--- src/cler_pkg.sv ---
// Shared constants and carrier types for clock-loss / enable / reset control
package cler_pkg;

   // ----------------------------------------
   // Timing
   // ----------------------------------------
   localparam int unsigned CLK_HZ              = 20_000_000;
   localparam int unsigned LOSS_THRESHOLD_NS   = 2000;
   localparam int unsigned LOSS_THRESHOLD_CYC  = (LOSS_THRESHOLD_NS * (CLK_HZ / 1_000_000)) / 1000;
   localparam int unsigned POR_TIME_US         = 100;
   localparam int unsigned POR_TIME_CYC        = POR_TIME_US * (CLK_HZ / 1_000_000);

   // ----------------------------------------
   // Divider and reset values
   // ----------------------------------------
   localparam int unsigned DIV_W               = 4;
   localparam logic [3:0]  DIV_RESET           = 4'h8;
   localparam logic [3:0]  DIV_MIN             = 4'h1;
   localparam int unsigned SYNC_STAGES         = 3;

   typedef enum logic [1:0]
   {
      CLER_RUN     = 2'b00,
      CLER_LOST    = 2'b01,
      CLER_TRIPPED = 2'b10
   } cler_wd_state_t;

   // Host configuration write carrier
   typedef struct packed
   {
      logic       wrDivider;
      logic [3:0] divRatio;
      logic       wdEnable;
      logic       wrChanEn;
      logic [1:0] chanEn;
      logic       enFaultMask;
   } cler_cfg_t;

   // Status carrier
   typedef struct packed
   {
      logic       inReset;
      logic       wdStatus;
      logic       rstOccurred;
      logic       clockAbsent;
      logic       portEnable;
   } cler_stat_t;

endpackage

--- src/cler_sync.sv ---
// Three-stage synchroniser for pin inputs with agreement-based change detection
`timescale 1ns/1ps
module cler_sync
#(
   parameter int unsigned WIDTH = 1
)
(
   input  wire logic             clk,
   input  wire logic             rst_n,
   input  wire logic [WIDTH-1:0] pinIn,
   output logic      [WIDTH-1:0] level
);

   logic [WIDTH-1:0] stage1;
   logic [WIDTH-1:0] stage2;
   logic [WIDTH-1:0] stage3;

   always_ff @(posedge clk or negedge rst_n)
   begin
      if (!rst_n)
      begin
         stage1 <= '0;
         stage2 <= '0;
         stage3 <= '0;
      end
      else
      begin
         stage1 <= pinIn;
         stage2 <= stage1;
         stage3 <= stage2;
      end
   end

   // Change accepted only when the two later stages agree
   genvar i;
   generate
      for (i = 0; i < WIDTH; i++)
      begin : g_bit
         always_ff @(posedge clk or negedge rst_n)
         begin
            if (!rst_n)
               level[i] <= 1'b0;
            else if (stage2[i] == stage3[i])
               level[i] <= stage3[i];
         end
      end
   endgenerate

endmodule

--- src/cler_control.sv ---
// Clock-loss watchdog, enable pin and reset control of a two-channel driver
`timescale 1ns/1ps
module cler_control
#(
   parameter int unsigned LOSS_CYC = cler_pkg::LOSS_THRESHOLD_CYC,
   parameter int unsigned POR_CYC  = cler_pkg::POR_TIME_CYC
)
(
   input  wire logic                 clk,
   input  wire logic                 rst_n,
   input  wire logic                 clkPin,
   input  wire logic                 enablePin,
   input  wire logic                 extResetPin_n,
   input  wire logic                 diagFault,
   input  wire logic                 diagAccess,
   input  wire logic                 cfgValid,
   input  wire cler_pkg::cler_cfg_t  cfg,
   output cler_pkg::cler_stat_t      stat,
   output logic [3:0]                divRatio,
   output logic                      wdEnable,
   output logic [1:0]                chanEn,
   output logic                      outputsEnabled,
   output logic                      sysTick,
   output logic                      replyVersionOnly,
   output logic                      faultOut,
   output logic                      faultOe_n
);

   // ----------------------------------------
   // Pin synchronisation
   // ----------------------------------------
   logic [2:0] pinLevel;
   logic       clkLevel;
   logic       enLevel;
   logic       resLevel_n;

   cler_sync #(.WIDTH(3)) u_sync
   (
      .clk   (clk),
      .rst_n (rst_n),
      .pinIn ({clkPin, enablePin, extResetPin_n}),
      .level (pinLevel)
   );

   assign clkLevel   = pinLevel[2];
   assign enLevel    = pinLevel[1];
   assign resLevel_n = pinLevel[0];

   logic clkPrev;
   logic clkRise;

   always_ff @(posedge clk or negedge rst_n)
   begin
      if (!rst_n)
         clkPrev <= 1'b0;
      else
         clkPrev <= clkLevel;
   end

   assign clkRise = clkLevel & ~clkPrev;

   // ----------------------------------------
   // Power-on timer and reset state
   // ----------------------------------------
   logic [31:0] porCount;
   logic        porDone;
   logic        extResetHeld;
   logic        inReset;
   logic        resetPrev;

   // POR counts on the local clock after supply-good (rst_n) release
   always_ff @(posedge clk or negedge rst_n)
   begin
      if (!rst_n)
         porCount <= '0;
      else if (porCount < POR_CYC)
         porCount <= porCount + 32'h1;
   end

   assign porDone      = (porCount >= POR_CYC);
   assign extResetHeld = ~resLevel_n;

   cler_pkg::cler_wd_state_t wdState;

   assign inReset = ~porDone | extResetHeld | (wdState != cler_pkg::CLER_RUN);

   always_ff @(posedge clk or negedge rst_n)
   begin
      if (!rst_n)
         resetPrev <= 1'b1;
      else
         resetPrev <= inReset;
   end

   // ----------------------------------------
   // Clock-loss watchdog
   // ----------------------------------------
   logic [31:0] gapCount;
   logic        lossNow;
   logic        wdStatus;

   // Local clock measures the gap so a dead pin clock is still seen
   always_ff @(posedge clk or negedge rst_n)
   begin
      if (!rst_n)
         gapCount <= '0;
      else if (clkRise)
         gapCount <= '0;
      else if (gapCount <= LOSS_CYC)
         gapCount <= gapCount + 32'h1;
   end

   assign lossNow = (gapCount > LOSS_CYC);

   // Tripped state returns to RUN only by external reset pin or power-on reset
   always_ff @(posedge clk or negedge rst_n)
   begin
      if (!rst_n)
         wdState <= cler_pkg::CLER_RUN;
      else if (extResetHeld)
         wdState <= cler_pkg::CLER_RUN;
      else
      begin
         unique case (wdState)
            cler_pkg::CLER_RUN:
               if (wdEnable && lossNow)
                  wdState <= cler_pkg::CLER_LOST;
            cler_pkg::CLER_LOST:
               if (!lossNow)
                  wdState <= cler_pkg::CLER_TRIPPED;
            cler_pkg::CLER_TRIPPED:
               if (lossNow)
                  wdState <= cler_pkg::CLER_LOST;
            default:
               wdState <= cler_pkg::CLER_TRIPPED;
         endcase
      end
   end

   always_ff @(posedge clk or negedge rst_n)
   begin
      if (!rst_n)
         wdStatus <= 1'b0;
      else if (extResetHeld)
         wdStatus <= 1'b0;
      else if (wdState == cler_pkg::CLER_RUN && wdEnable && lossNow)
         wdStatus <= 1'b1;
   end

   // ----------------------------------------
   // Configuration bits
   // ----------------------------------------
   logic writeOk;
   logic divWritten;

   assign writeOk = cfgValid & ~inReset;

   // Reset state also restores divider to 8 after a trip
   always_ff @(posedge clk or negedge rst_n)
   begin
      if (!rst_n)
      begin
         divRatio   <= cler_pkg::DIV_RESET;
         wdEnable   <= 1'b0;
         divWritten <= 1'b0;
      end
      else if (inReset)
      begin
         divRatio   <= cler_pkg::DIV_RESET;
         wdEnable   <= 1'b0;
         divWritten <= 1'b0;
      end
      else if (writeOk && cfg.wrDivider)
      begin
         divRatio   <= (cfg.divRatio < cler_pkg::DIV_MIN) ? cler_pkg::DIV_MIN : cfg.divRatio;
         wdEnable   <= cfg.wdEnable;
         divWritten <= 1'b1;
      end
   end

   logic enMask;

   always_ff @(posedge clk or negedge rst_n)
   begin
      if (!rst_n)
         enMask <= 1'b0;
      else if (inReset)
         enMask <= 1'b0;
      else if (writeOk && cfg.wrChanEn)
         enMask <= cfg.enFaultMask;
   end

   // Enable pin low clears bits; they return only by a new write
   always_ff @(posedge clk or negedge rst_n)
   begin
      if (!rst_n)
         chanEn <= 2'h0;
      else if (inReset || !enLevel)
         chanEn <= 2'h0;
      else if (writeOk && cfg.wrChanEn)
         chanEn <= cfg.chanEn;
   end

   always_ff @(posedge clk or negedge rst_n)
   begin
      if (!rst_n)
         outputsEnabled <= 1'b0;
      else
         outputsEnabled <= ~inReset & divWritten & wdEnable & enLevel;
   end

   // ----------------------------------------
   // System clock divider on pin clock edges
   // ----------------------------------------
   logic [3:0] divCount;

   always_ff @(posedge clk or negedge rst_n)
   begin
      if (!rst_n)
      begin
         divCount <= 4'h0;
         sysTick  <= 1'b0;
      end
      else
      begin
         sysTick <= 1'b0;
         if (clkRise)
         begin
            if (divCount >= divRatio - 4'h1)
            begin
               divCount <= 4'h0;
               sysTick  <= 1'b1;
            end
            else
               divCount <= divCount + 4'h1;
         end
      end
   end

   // ----------------------------------------
   // Status, reply select and fault pin
   // ----------------------------------------
   logic rstOccurred;

   // Set wins over a clearing access in the same cycle
   always_ff @(posedge clk or negedge rst_n)
   begin
      if (!rst_n)
         rstOccurred <= 1'b0;
      else if (resetPrev && !inReset)
         rstOccurred <= 1'b1;
      else if (diagAccess)
         rstOccurred <= 1'b0;
   end

   always_ff @(posedge clk or negedge rst_n)
   begin
      if (!rst_n)
      begin
         replyVersionOnly <= 1'b0;
         faultOut         <= 1'b0;
         faultOe_n        <= 1'b0;
      end
      else
      begin
         replyVersionOnly <= lossNow;
         faultOut         <= 1'b0;
         // Watchdog trip is part of inReset, so the mask cannot hide it
         faultOe_n <= ~(diagFault | inReset | (~enLevel & enMask));
      end
   end

   assign stat = '{inReset:     inReset,
                   wdStatus:    wdStatus,
                   rstOccurred: rstOccurred,
                   clockAbsent: lossNow,
                   portEnable:  ~extResetHeld & porDone};

   // ----------------------------------------
   // Assertions
   // ----------------------------------------
   a_trip_fault: assert property (@(posedge clk) disable iff (!rst_n)
      (wdState == cler_pkg::CLER_RUN && wdEnable && lossNow && !extResetHeld)
         |=> ##1 (!faultOe_n && !outputsEnabled && wdStatus))
      else $error("Watchdog trip did not pull fault low");

   a_trip_sticky: assert property (@(posedge clk) disable iff (!rst_n)
      (wdState == cler_pkg::CLER_TRIPPED && !extResetHeld)
         |=> (wdState != cler_pkg::CLER_RUN))
      else $error("Watchdog reset released without external reset");

   a_div_reset: assert property (@(posedge clk) disable iff (!rst_n)
      (wdState == cler_pkg::CLER_TRIPPED) |=> (divRatio == cler_pkg::DIV_RESET))
      else $error("Divider not back at eight after trip");

   a_wd_gate_out: assert property (@(posedge clk) disable iff (!rst_n)
      (!wdEnable || !divWritten) |=> !outputsEnabled)
      else $error("Outputs enabled without watchdog or divider");

   a_en_clears: assert property (@(posedge clk) disable iff (!rst_n)
      !enLevel |=> (chanEn == 2'h0))
      else $error("Channel enables not cleared by enable pin");

   a_en_stay_low: assert property (@(posedge clk) disable iff (!rst_n)
      ($rose(enLevel) && !(cfgValid && cfg.wrChanEn)) |=> (chanEn == 2'h0))
      else $error("Channel enables rose without a write");

   a_ignore_wr: assert property (@(posedge clk) disable iff (!rst_n)
      (inReset && cfgValid) |=> (!wdEnable && divRatio == cler_pkg::DIV_RESET))
      else $error("Write accepted during reset");

   // Fault pin is registered, so it follows the held reset one edge later
   a_ext_reset: assert property (@(posedge clk) disable iff (!rst_n)
      extResetHeld |-> (inReset && !stat.portEnable) ##1 !faultOe_n)
      else $error("External reset not honoured");

   a_rst_flag: assert property (@(posedge clk) disable iff (!rst_n)
      (resetPrev && !inReset) |=> rstOccurred)
      else $error("Reset flag not set on reset exit");

   a_mask_fault: assert property (@(posedge clk) disable iff (!rst_n)
      (!enLevel && enMask) |=> !faultOe_n)
      else $error("Enable pin fault not signalled");

   c_trip:    cover property (@(posedge clk) wdState == cler_pkg::CLER_TRIPPED);
   c_running: cover property (@(posedge clk) outputsEnabled);
   c_enfall:  cover property (@(posedge clk) $fell(enLevel) && chanEn != 2'h0);
   c_tick:    cover property (@(posedge clk) sysTick);

endmodule

--- config.mk ---
export PLATFORM = sky130hd
export DESIGN_NAME = cler_control
export DESIGN_NICKNAME = d
export VERILOG_FILES = /design/src/cler_pkg.sv /design/src/cler_sync.sv /design/src/cler_control.sv
export SDC_FILE = /design/constraint.sdc
export NUM_CORES = 1
export LEC_CHECK = 0
export BUFFER_PORTS_ARGS = -buffer_cell sky130_fd_sc_hd__buf_2
export CORE_AREA = 2 2 86 88
export DETAILED_ROUTE_END_ITERATION = 16
export DIE_AREA = 0 0 88 90
export PLACE_DENSITY = 0.74
export SLEW_MARGIN = 20
export SYNTH_ARGS = -nofsm -noshare
export SYNTH_HDL_FRONTEND = slang
export SYNTH_SLANG_ARGS = --single-unit
--- constraint.sdc ---
create_clock -name clk -period 3.2 [get_ports clk]
set_input_delay 0.48 -clock clk [delete_from_list [all_inputs] [get_ports clk]]
set_output_delay 0.48 -clock clk [all_outputs]
set_load 0.01 [all_outputs]
==> results.txt, run 1 <==
----------------------------------------------------
[Worst setup path]
  R2r startpoint ... divRatio[0]
  Cell family with most CP delay ... simple AND/OR/NAND/NOR gates
  Endpoint required time on the critical path ... 2.72 ns
  Slowest stage delay, CP ... 0.39 ns
  Crit-path cells ... nor4_1 -> nand2_1 -> nor3_1 -> buf_4 -> nand3b_1 -> buf_4 -> buf_2
  Critical Path Most Common Cell ... buf_4
  Worst Path Arrival ... a little over 2 ns
  Element type at the critical path end ... output pin
  Worst Path Max Fanout ... 14
  Slowest cell on the critical path ... dfrtp_1
  CP Launch Type ... flop
  Kind of critical path ... flop to output pin
  Worst setup startpoint ... porCount[20]
  Count of buffer and inverter cells on the critical path ... 3

[Synth]
  Proportion of synthesized flip-flops having asynchronous set or reset ... 1.00
  Share of synthesized cell area in full adder, half adder and majority cells ... 0.0410
  Number of synthesized flops with an enable pin ... 0
  Number of distinct standard cells referenced by the synthesized netlist ... 43
  Share of synthesized area occupied by flip-flops and latches ... 0.655
  Area fraction in compound gates after synthesis ... 0.0373
  Mux cell area share after synthesis ... 0.00793
  Syn Std Cell Area ... around 3800 µm²
  Simple-gate share of the synthesized area ... 0.175
  Combinational family with the most area after synthesis ... simple AND/OR/NAND/NOR gates
  Post-Synth XOR/XNOR Area ... 0.0324
  Net count of the mapped netlist ... 344
  Commonest register cell after synthesis ... dfrtp_1
  Warnings, synthesis ... 0
  Instance count of the mapped netlist ... roughly 320
  Average instance area after synthesis ... approximately 12 µm²
  Flip-flop and latch count after synthesis ... slightly below 100

[Detailed routing]
  DRC errors left ... 0
  Drt via density ... 4.91
  Routed length per placed instance ... around 13 µm
  DRT iter0 DRCs ... 104
  Routed Wire Length ... 5.64 mm
  Routed via count ... between 2000 and 2500
  DR pass1 iterations ... 4
  Final antenna-violating net count ... 0

[Timing]
  Count of endpoints failing setup in the final report ... 0
  Final worst-path cycle share ... 0.792
  Sum of negative setup slack ... 0 ns
  Max-slew headroom ... 0.375
  Setup repair after global routing missed its margin ... false
  Achievable frequency ... 395 MHz
  Max-slew violations ... 0
  Fin crit period ... between 2 and 3 ns
  Final-report hold violation count ... 0
  WHS ... 0.168 ns
  Clock skew ... 0.0109 ns
  Least-Margin Pin Slew ... ~0.94 ns

[Flow run]
  Max Cap Violations ... 0

[Floorplanning]
  Core Footprint ... 7020 µm²
  Die Area ... 7920 µm²
  Number of core rows ... 31
  Die extent in y ... 90 µm
  Ports ... 35
  Effective utilization at floorplan ... 0.540
  Chip width ... 88 µm

[Global route]
  First-pass GRT wire length ... around 10 mm
  GRT Util Overall ... 0.164
  Largest net degree at the start of global routing ... between 90 and 100
  Initial antenna violation count ... 0
  Via count of the first global-routing pass ... ~2100
  Total grt overflow ... 0

[Layout]
  Cell area after layout ... 4160 µm²
  Antenna Cells ... 0
  Commonest non-fill, non-tap cell in the layout ... dfrtp_1
  Area Growth Syn to Fin ... 9.84%
  Proportion of layout cells with a drive suffix above 1 ... 0.168
  Final standard cell utilization of the core ... 0.593
  Commonest non-fill, non-tap cells in the layout ... 97 x dfrtp_1, 32 x buf_2, 28 x and2_1
  Net count reported at finish ... 358

[Clock tree]
  Clock transition at the registers of the reported paths ... 0.09 ns
  Cell at the root of the clock tree ... clkbuf_8
  Total number of H-tree levels ... 3
  Post-CTS Setup Bufs ... 0
  Clock tree sinks ... just under 100
  Num CTS Buffers ... 9
  Clock tree from TritonCTS ... built
  Worst-Skew Late Latency ... 0.36 ns
  CTS resizes ... 0
  Deepest clock path buffer count ... 2
  CTS Hold Buffers Added ... 0

[Status]
  Outcome ... completed

[Placement]
  Total cell area at the placement stage ... 3950 µm²
  Final HPWL from detailed placement ... 3.73 mm
  Weighted congestion at the end of routability-driven global placement ... between 0.7 and 0.8
  Port Buffer Count ... 33

[Worst hold path]
  HP Class ... input pin to asynchronous set/reset pin

[Power and ir drop]
  Power density over the cells ... 576 nW/µm²
  Static leakage power ... around 0.0021 µW
  VDD IR max ... between 200 and 300 µV

----------------------------------------------------
layer usage:
layer / global-route usage / vias up / share of wire
met5: 0 / - / 0
met4: 0.0462 / 0 / 0.012
met3: 0.0634 / 6 / 0.031
met2: 0.237 / 24 / 0.47
met1: 0.232 / 1032 / 0.48
li1: - / 1064 / -
kinds of logic (layout without fill, tap and decap cells):
group | Yosys count | after routing
muxes | 3 | 3
DFF | 99 | 99
xor gates and xnor gates | 14 | 14
other | 1 | 1
AOI/OAI and AO/OA | 22 | 22
adders and majority gates | 13 | 13
buffers and inverters | 44 | 62
and+or+nand+nor | 120 | 120
metrics by stage:
step / setup WS, ns / cells / power (µW)
floorplan: 1.07 / 316 / 1520
global placement: 1.05 / 418 / 1590
detailed placement: 0.954 / 418 / 1600
CTS: 0.609 / 433 / 2430
global route: 0.394 / 433 / 2530
finish: 0.667 / 433 / 2400
worst paths after layout:
kind                                          to  slack (ns)  depth (start not counted)
worst max-delay path                     stat[4]        0.67                          7
worst min-delay path                porCount[23]        0.17                          1
worst max register to register       divCount[0]        0.86                          7
worst min register to register  u_sync.stage2[2]        0.35                          0
max in group asynchronous           gapCount[17]        2.38                          2
min in group clk                u_sync.stage1[0]        0.22                          1
Yosys cell counts, types with 2 or more instances:
cell type  count  share of area
xnor2_1       13          0.030
and3_1         3         0.0050
nand2b_1       2         0.0033
nand2_1       22          0.022
inv_1         11          0.011
nor4_1         9          0.015
nand3b_1       2         0.0040
nor4_2         2         0.0066
nor3_1        15          0.020
clkbuf_1      25          0.025
buf_4          5         0.0099
dfstp_2        2          0.014
a211oi_1       3         0.0059
a21oi_1        5         0.0066
nand3_1        9          0.012
mux2i_1        3         0.0079
and2_1        28          0.046
nor2_1        12          0.012
dfrtp_1       97           0.64
o21ai_0        6         0.0079
buf_2          2         0.0026
nor2b_1        5         0.0083
nand4_1        4         0.0066
maj3_1         3         0.0079
ha_1          10          0.033
registers in the layout (all words and copies together) (netlist names), 3 cells and up:
register       count
porCount          32
gapCount          32
u_sync.level       3
u_sync.stage2      3
u_sync.stage3      3
divRatio           4
u_sync.stage1      3
divCount           4
where the power goes:
group | internal, µW | switching (µW)
combinational | 90.1 | 128
sequential | 1310 | 53.1
clock | 407 | 415
layout make-up:
| type | instances | area [µm²] |
|---|---|---|
| Multi-Input combinational cell | 173 | 1110 |
| Inverter | 11 | 41.3 |
| Timing Repair Buffer | 36 | 194 |
| Clock buffer | 11 | 151 |
| Clock inverter | 4 | 56.3 |
| Fill cell | 544 | 2860 |
| Sequential cell | 99 | 2480 |
| Tap cell | 99 | 124 |
Power figures use the tool's default switching activity.
==> run 2: changes to the inputs <==
clock period = 2.4 ns   (was 3.2 ns; I/O delays follow)
==> run 2 against run 1 <==
Net effect:
- sequential cell count unchanged
- largest cell class unchanged
- critical path type unchanged
- sequential power grew 33%
- critical endpoint is now stat[1]
- combinational power is 38% higher
==> results.txt, run 2 (synthesis gave the netlist of run 1 again) <==
----------------------------------------------------
[Status]
  Outcome ... completed

[Timing]
  Clock skew ... 0.00872 ns (-0.00221 ns)
  WHS ... 0.0948 ns (-0.0736 ns)
  Fin crit period ... around 2.2 ns
  Max-slew headroom ... 0.645 (+0.271)
  Sum of negative setup slack ... 0 ns (unchanged)
  Final-report hold violation count ... 0 (unchanged)
  Setup repair after global routing missed its margin ... false
  Count of endpoints failing setup in the final report ... 0 (unchanged)
  Final worst-path cycle share ... 0.926
  Max-slew violations ... 0 (unchanged)
  Least-Margin Pin Slew ... 0.532 ns (-0.406 ns)
  Achievable frequency ... between 400 and 500 MHz

[Clock tree]
  Worst-Skew Late Latency ... 0.36 ns (about the same)
  Clock tree from TritonCTS ... built
  Clock tree sinks ... 99 (unchanged)
  Num CTS Buffers ... 9 (unchanged)
  Cell at the root of the clock tree ... clkbuf_8
  Deepest clock path buffer count ... 2 (unchanged)
  Post-CTS Setup Bufs ... 0 (unchanged)
  Total number of H-tree levels ... 3 (unchanged)
  Clock transition at the registers of the reported paths ... 0.10 ns (about the same)

[Layout]
  Commonest non-fill, non-tap cells in the layout ... 97 x dfrtp_1, 32 x buf_2, 28 x and2_1
  Total area of sequential cells ... 2480 µm² (unchanged)
  Final standard cell utilization of the core ... 0.595 (+0.00178)
  Filler instances ... 569 (+4.6%)
  Cell area after layout ... 4170 µm² (+0.30%)
  Net count reported at finish ... 361 (+0.84%)
  Commonest non-fill, non-tap cell in the layout ... dfrtp_1
  Proportion of layout cells with a drive suffix above 1 ... 0.180 (+0.0128)
  Multi-input gate area ... 1130 µm² (+1.0%)
  Area Growth Syn to Fin ... 10.2%
  Antenna Cells ... 0 (unchanged)
  Leading registers by flop count ... gapCount x32, porCount x32

[Global route]
  Via count of the first global-routing pass ... 2209 (+3.2%)
  Total grt overflow ... 0 (unchanged)
  Largest net degree at the start of global routing ... 36 (-61%)
  GRT Util Overall ... 0.166 (+0.00212)
  Initial antenna violation count ... 0 (unchanged)
  First-pass GRT wire length ... 10.2 mm (+1.6%)

[Floorplanning]
  Ports ... 35 (unchanged)
  Die Area ... 7920 µm² (unchanged)
  Effective utilization at floorplan ... 0.540 (unchanged)
  Number of core rows ... 31 (unchanged)
  Core Footprint ... 7020 µm² (unchanged)
  Chip width ... 88 µm (unchanged)
  Die extent in y ... 90 µm (unchanged)

[Detailed routing]
  Final antenna-violating net count ... 0 (unchanged)
  DR pass1 iterations ... 6 (+2)
  Routed Wire Length ... 5.82 mm (+3.3%)
  Routed length per placed instance ... 13.3 µm (+2.4%)
  DRT iter0 DRCs ... 87 (-16%)
  Routed via count ... 2163 (+1.7%)
  DRC errors left ... 0 (unchanged)
  Drt via density ... 4.95 (+0.81%)

[Power and ir drop]
  Power density over the cells ... 744 nW/µm² (+29%)
  Static leakage power ... 0.00209 µW (+0.15%)
  VDD IR max ... 392 µV (+34%)

[Placement]
  Final HPWL from detailed placement ... 3.94 mm (+5.8%)
  Port Buffer Count ... 33 (unchanged)
  Total cell area at the placement stage ... 3970 µm² (+0.38%)
  Weighted congestion at the end of routability-driven global placement ... 0.785 (+3.7%)

[Worst setup path]
  Worst Path Arrival ... 1.86 ns (-0.19 ns)
  CP Launch Type ... flop
  Kind of critical path ... flop to output pin
  Element type at the critical path end ... output pin
  Worst Path Max Fanout ... 9 (-5)
  Endpoint required time on the critical path ... 2.04 ns (-0.68 ns)

[Worst hold path]
  HP Class ... input pin to flop

[Flow run]
  Max Cap Violations ... 0 (unchanged)

----------------------------------------------------
==> run 2: report_power, final <==
group / internal [µW] / leakage (µW) / switching [µW] / total [µW]
combinational: 125 / 0.000670 / 175 / 300
sequential: 1740 / 0.00132 / 72.8 / 1810
clock: 422 / 0.0000960 / 568 / 990
==> run 2: per-layer routing <==
metal	up-vias	share of wire	track usage
li1	1062	-	-
met3	7	0.032	0.0661
met4	0	0.012	0.0462
met2	23	0.48	0.248
met1	1071	0.48	0.225
met5	-	0	0
==> run 2: area by class of cell <==
type,count,share of cell area
well taps,99,0.0297
inverters,11,0.00989
repair buffers,39,0.0516
clock inverters,5,0.0111
clock buffers,11,0.0339
multi-input cells,173,0.270
flip-flops and latches,99,0.594
==> run 2: final timing paths <==
kind                                          to  slack (ns)        startpoint  cells after the start
min in group asynchronous            gapCount[8]        0.47             rst_n                      2
worst max register to register       divCount[0]        0.24       divRatio[0]                      7
worst max-delay path                     stat[1]        0.18       gapCount[6]                      4
worst min register to register  u_sync.stage2[2]        0.36  u_sync.stage1[2]                      0
max in group asynchronous            divRatio[3]        1.24             rst_n                      3
worst min-delay path            u_sync.stage1[0]        0.09     extResetPin_n                      1
==> run 2: critical path: stages, from the launching register on <==
cell	delay, ns
dfrtp_1	0.40
nor4_1	0.37
o2111ai_1	0.23
or2_4	0.35
buf_2	0.16
==> run 2: timing repair <==
item | 4_1_cts | 5_1_grt
endpoints found under the hold margin | 30 | 0
hold buffers | 1 | 0
setup endpoints to repair | 0 | 5
resized for setup | 0 | 3
==> run 2: metrics by stage <==
stage          total power [µW]  setup slack, ns  instances
2_1_floorplan              2030            0.271        316
3_3_place_gp               2120            0.246        420
3_5_place_dp               2140            0.146        420
4_1_cts                    3140           0.0419        437
5_1_grt                    3280          0.00630        437
6_report                   3100            0.178        437
==> run 3: changes to the inputs <==
BUFFER_PORTS_ARGS = not set   (was -buffer_cell sky130_fd_sc_hd__buf_2)
DONT_BUFFER_PORTS = 1   (was not set)
PLACE_DENSITY = 0.7   (was 0.74)
TNS_END_PERCENT = 30   (was not set)
==> run 3 against run 2 <==
Net effect:
- the run now ends with negative hold slack left
- routed wire length is 7.3% lower
- core utilization shrank 1.5 points
- critical endpoint is now stat[4]
- sequential cell count unchanged
==> results.txt, run 3 (synthesis gave the netlist of run 1 again) <==
----------------------------------------------------
[Timing]
  Least-Margin Pin Slew ... 0.730 ns (+0.198 ns)
  Clock skew ... 0.00952 ns (+0.000803 ns)
  Sum of negative setup slack ... 0 ns (unchanged)
  Max-slew violations ... 0 (unchanged)
  Fin crit period ... 2.25 ns (+0.0250 ns)
  Setup repair after global routing missed its margin ... false
  Smallest setup slack after layout ... 0.153 ns (-0.0250 ns)
  Achievable frequency ... 445 MHz (-1.1%)
  Max-slew headroom ... 0.514 (-0.132)
  Final worst-path cycle share ... 0.936 (+0.0104)
  Final-report hold violation count ... 99 (+99)
  Count of endpoints failing setup in the final report ... 0 (unchanged)
  WHS ... -0.323 ns (-0.417 ns)

[Layout]
  Net count reported at finish ... 330 (-8.6%)
  Final standard cell utilization of the core ... 0.580 (-0.0150)
  Commonest non-fill, non-tap cell in the layout ... dfrtp_1
  Antenna Cells ... 0 (unchanged)
  Leading registers by flop count ... gapCount x32, porCount x32
  Commonest non-fill, non-tap cells in the layout ... 97 x dfrtp_1, 28 x and2_1, 22 x nand2_1
  Cell area after layout ... 4070 µm² (-2.5%)
  Proportion of layout cells with a drive suffix above 1 ... 0.0912 (-0.0893)
  Area Growth Syn to Fin ... 7.40%

[Worst setup path]
  Kind of critical path ... flop to output pin
  Crit-path cells ... nor4_1 -> nand4_1 -> nor3_2 -> nand3b_1
  Element type at the critical path end ... output pin
  CP Launch Type ... flop
  Slowest stage delay, CP ... 0.41 ns (about the same)
  Worst Path Max Fanout ... 9 (unchanged)
  Worst Path Arrival ... 1.89 ns (+0.03 ns)
  Endpoint required time on the critical path ... 2.04 ns (about the same)
  Slowest cell on the critical path ... nand3b_1

[Clock tree]
  Deepest clock path buffer count ... 2 (unchanged)
  Worst-Skew Late Latency ... 0.37 ns (about the same)
  Num CTS Buffers ... 9 (unchanged)
  Clock transition at the registers of the reported paths ... 0.10 ns (about the same)
  Total number of H-tree levels ... 3 (unchanged)
  Clock tree sinks ... 99 (unchanged)
  Cell at the root of the clock tree ... clkbuf_8
  Clock tree from TritonCTS ... built
  CTS Hold Buffers Added ... 3 (+2)

[Placement]
  Weighted congestion at the end of routability-driven global placement ... 0.816 (+3.9%)
  Port Buffer Count ... 0 (-100%)
  Final HPWL from detailed placement ... 3.63 mm (-8.0%)
  Worst slack at placement ... -0.0659 ns (-0.212 ns)
  Total cell area at the placement stage ... 3800 µm² (-4.2%)

[Floorplanning]
  Core Footprint ... 7020 µm² (unchanged)
  Chip width ... 88 µm (unchanged)
  Effective utilization at floorplan ... 0.540 (unchanged)
  Die extent in y ... 90 µm (unchanged)
  Number of core rows ... 31 (unchanged)
  Die Area ... 7920 µm² (unchanged)
  Ports ... 35 (unchanged)

[Global route]
  GRT Util Overall ... 0.155 (-0.0105)
  Largest net degree at the start of global routing ... 100 (+180%)
  First-pass GRT wire length ... 9.58 mm (-5.9%)
  Initial antenna violation count ... 0 (unchanged)
  Total grt overflow ... 0 (unchanged)
  Via count of the first global-routing pass ... 2133 (-3.4%)

[Detailed routing]
  Routed via count ... 2052 (-5.1%)
  Routed length per placed instance ... 13.3 µm (-0.26%)
  Routed Wire Length ... 5.40 mm (-7.3%)
  DRC errors left ... 0 (unchanged)
  DRT iter0 DRCs ... 153 (+76%)
  Final antenna-violating net count ... 0 (unchanged)
  Drt via density ... 5.05 (+2.1%)
  DR pass1 iterations ... 4 (-2)

[Power and ir drop]
  Overall power after layout ... 3260 µW (+5.1%)
  Power density over the cells ... 802 nW/µm² (+7.8%)
  VDD IR max ... 479 µV (+22%)
  Static leakage power ... 0.00196 µW (-6.0%)

[Flow run]
  Max Cap Violations ... 0 (unchanged)

[Status]
  Violations in the final reports ... negative hold slack
  Outcome ... finished with violations

[Worst hold path]
  HP Class ... input pin to asynchronous set/reset pin

----------------------------------------------------
==> run 3: cell count changes in the layout (fill, tap and decap cells not counted), sizes merged <==
cell         change
inv              +1
clkinv           -3
clkbuf           -2
buf             -33
dlygate4sd3      +2
bufinv           +2
clkinvlp         +2
==> run 3: layout make-up <==
class	count	area, µm²
repair buffers	8	67.6
fillers	580	2950
multi-input cells	173	1130
inverters	11	41.3
flip-flops and latches	99	2480
clock inverters	7	106
well taps	99	124
clock buffers	9	124
==> run 3: worst max-delay path, delay by kind of cell (launching register included) <==
kind,cells,cell delay [ns]
DFF,1,0.39
and+or+nand+nor,4,1.12
==> run 3: power breakdown <==
part	switching [µW]	internal (µW)
combinational	146	116
sequential	72.7	1740
clock	582	604
==> run 3: metal layers <==
layer  global-route usage  wire [µm]  vias up
met2                0.234       2560       25
met3               0.0551        191       10
met5                    0          0        -
met1                0.212       2560     1005
li1                     -          -     1012
met4               0.0462         78        0
==> run 3: worst paths after layout <==
| kind | startpoint | to | slack, ns | cells past startpoint |
|---|---|---|---|---|
| setup / recovery | porCount[30] | stat[4] | 0.15 | 4 |
| hold / removal | rst_n | porCount[25] | -0.32 | 0 |
| setup reg to reg | divRatio[0] | divCount[0] | 0.16 | 8 |
| hold reg to reg | u_sync.stage1[2] | u_sync.stage2[2] | 0.35 | 0 |
| max in group asynchronous | rst_n | divRatio[3] | 2.51 | 0 |
| min in group clk | diagFault | faultOe_n | 0.04 | 1 |
==> run 3: stage by stage <==
stage	hold WS (ns)	instances
CTS	-0.337	406
detailed placement	0.0682	387
floorplan	0.0644	316
global placement	0.0683	387
global route	-0.354	406
finish	-0.323	406
==> run 3: what timing repair did <==
action,CTS,global route
pin swaps,0,0
buffers inserted,0,0
resized for setup,1,2
endpoints found under the setup margin,1,4
endpoints found under the hold margin,102,99
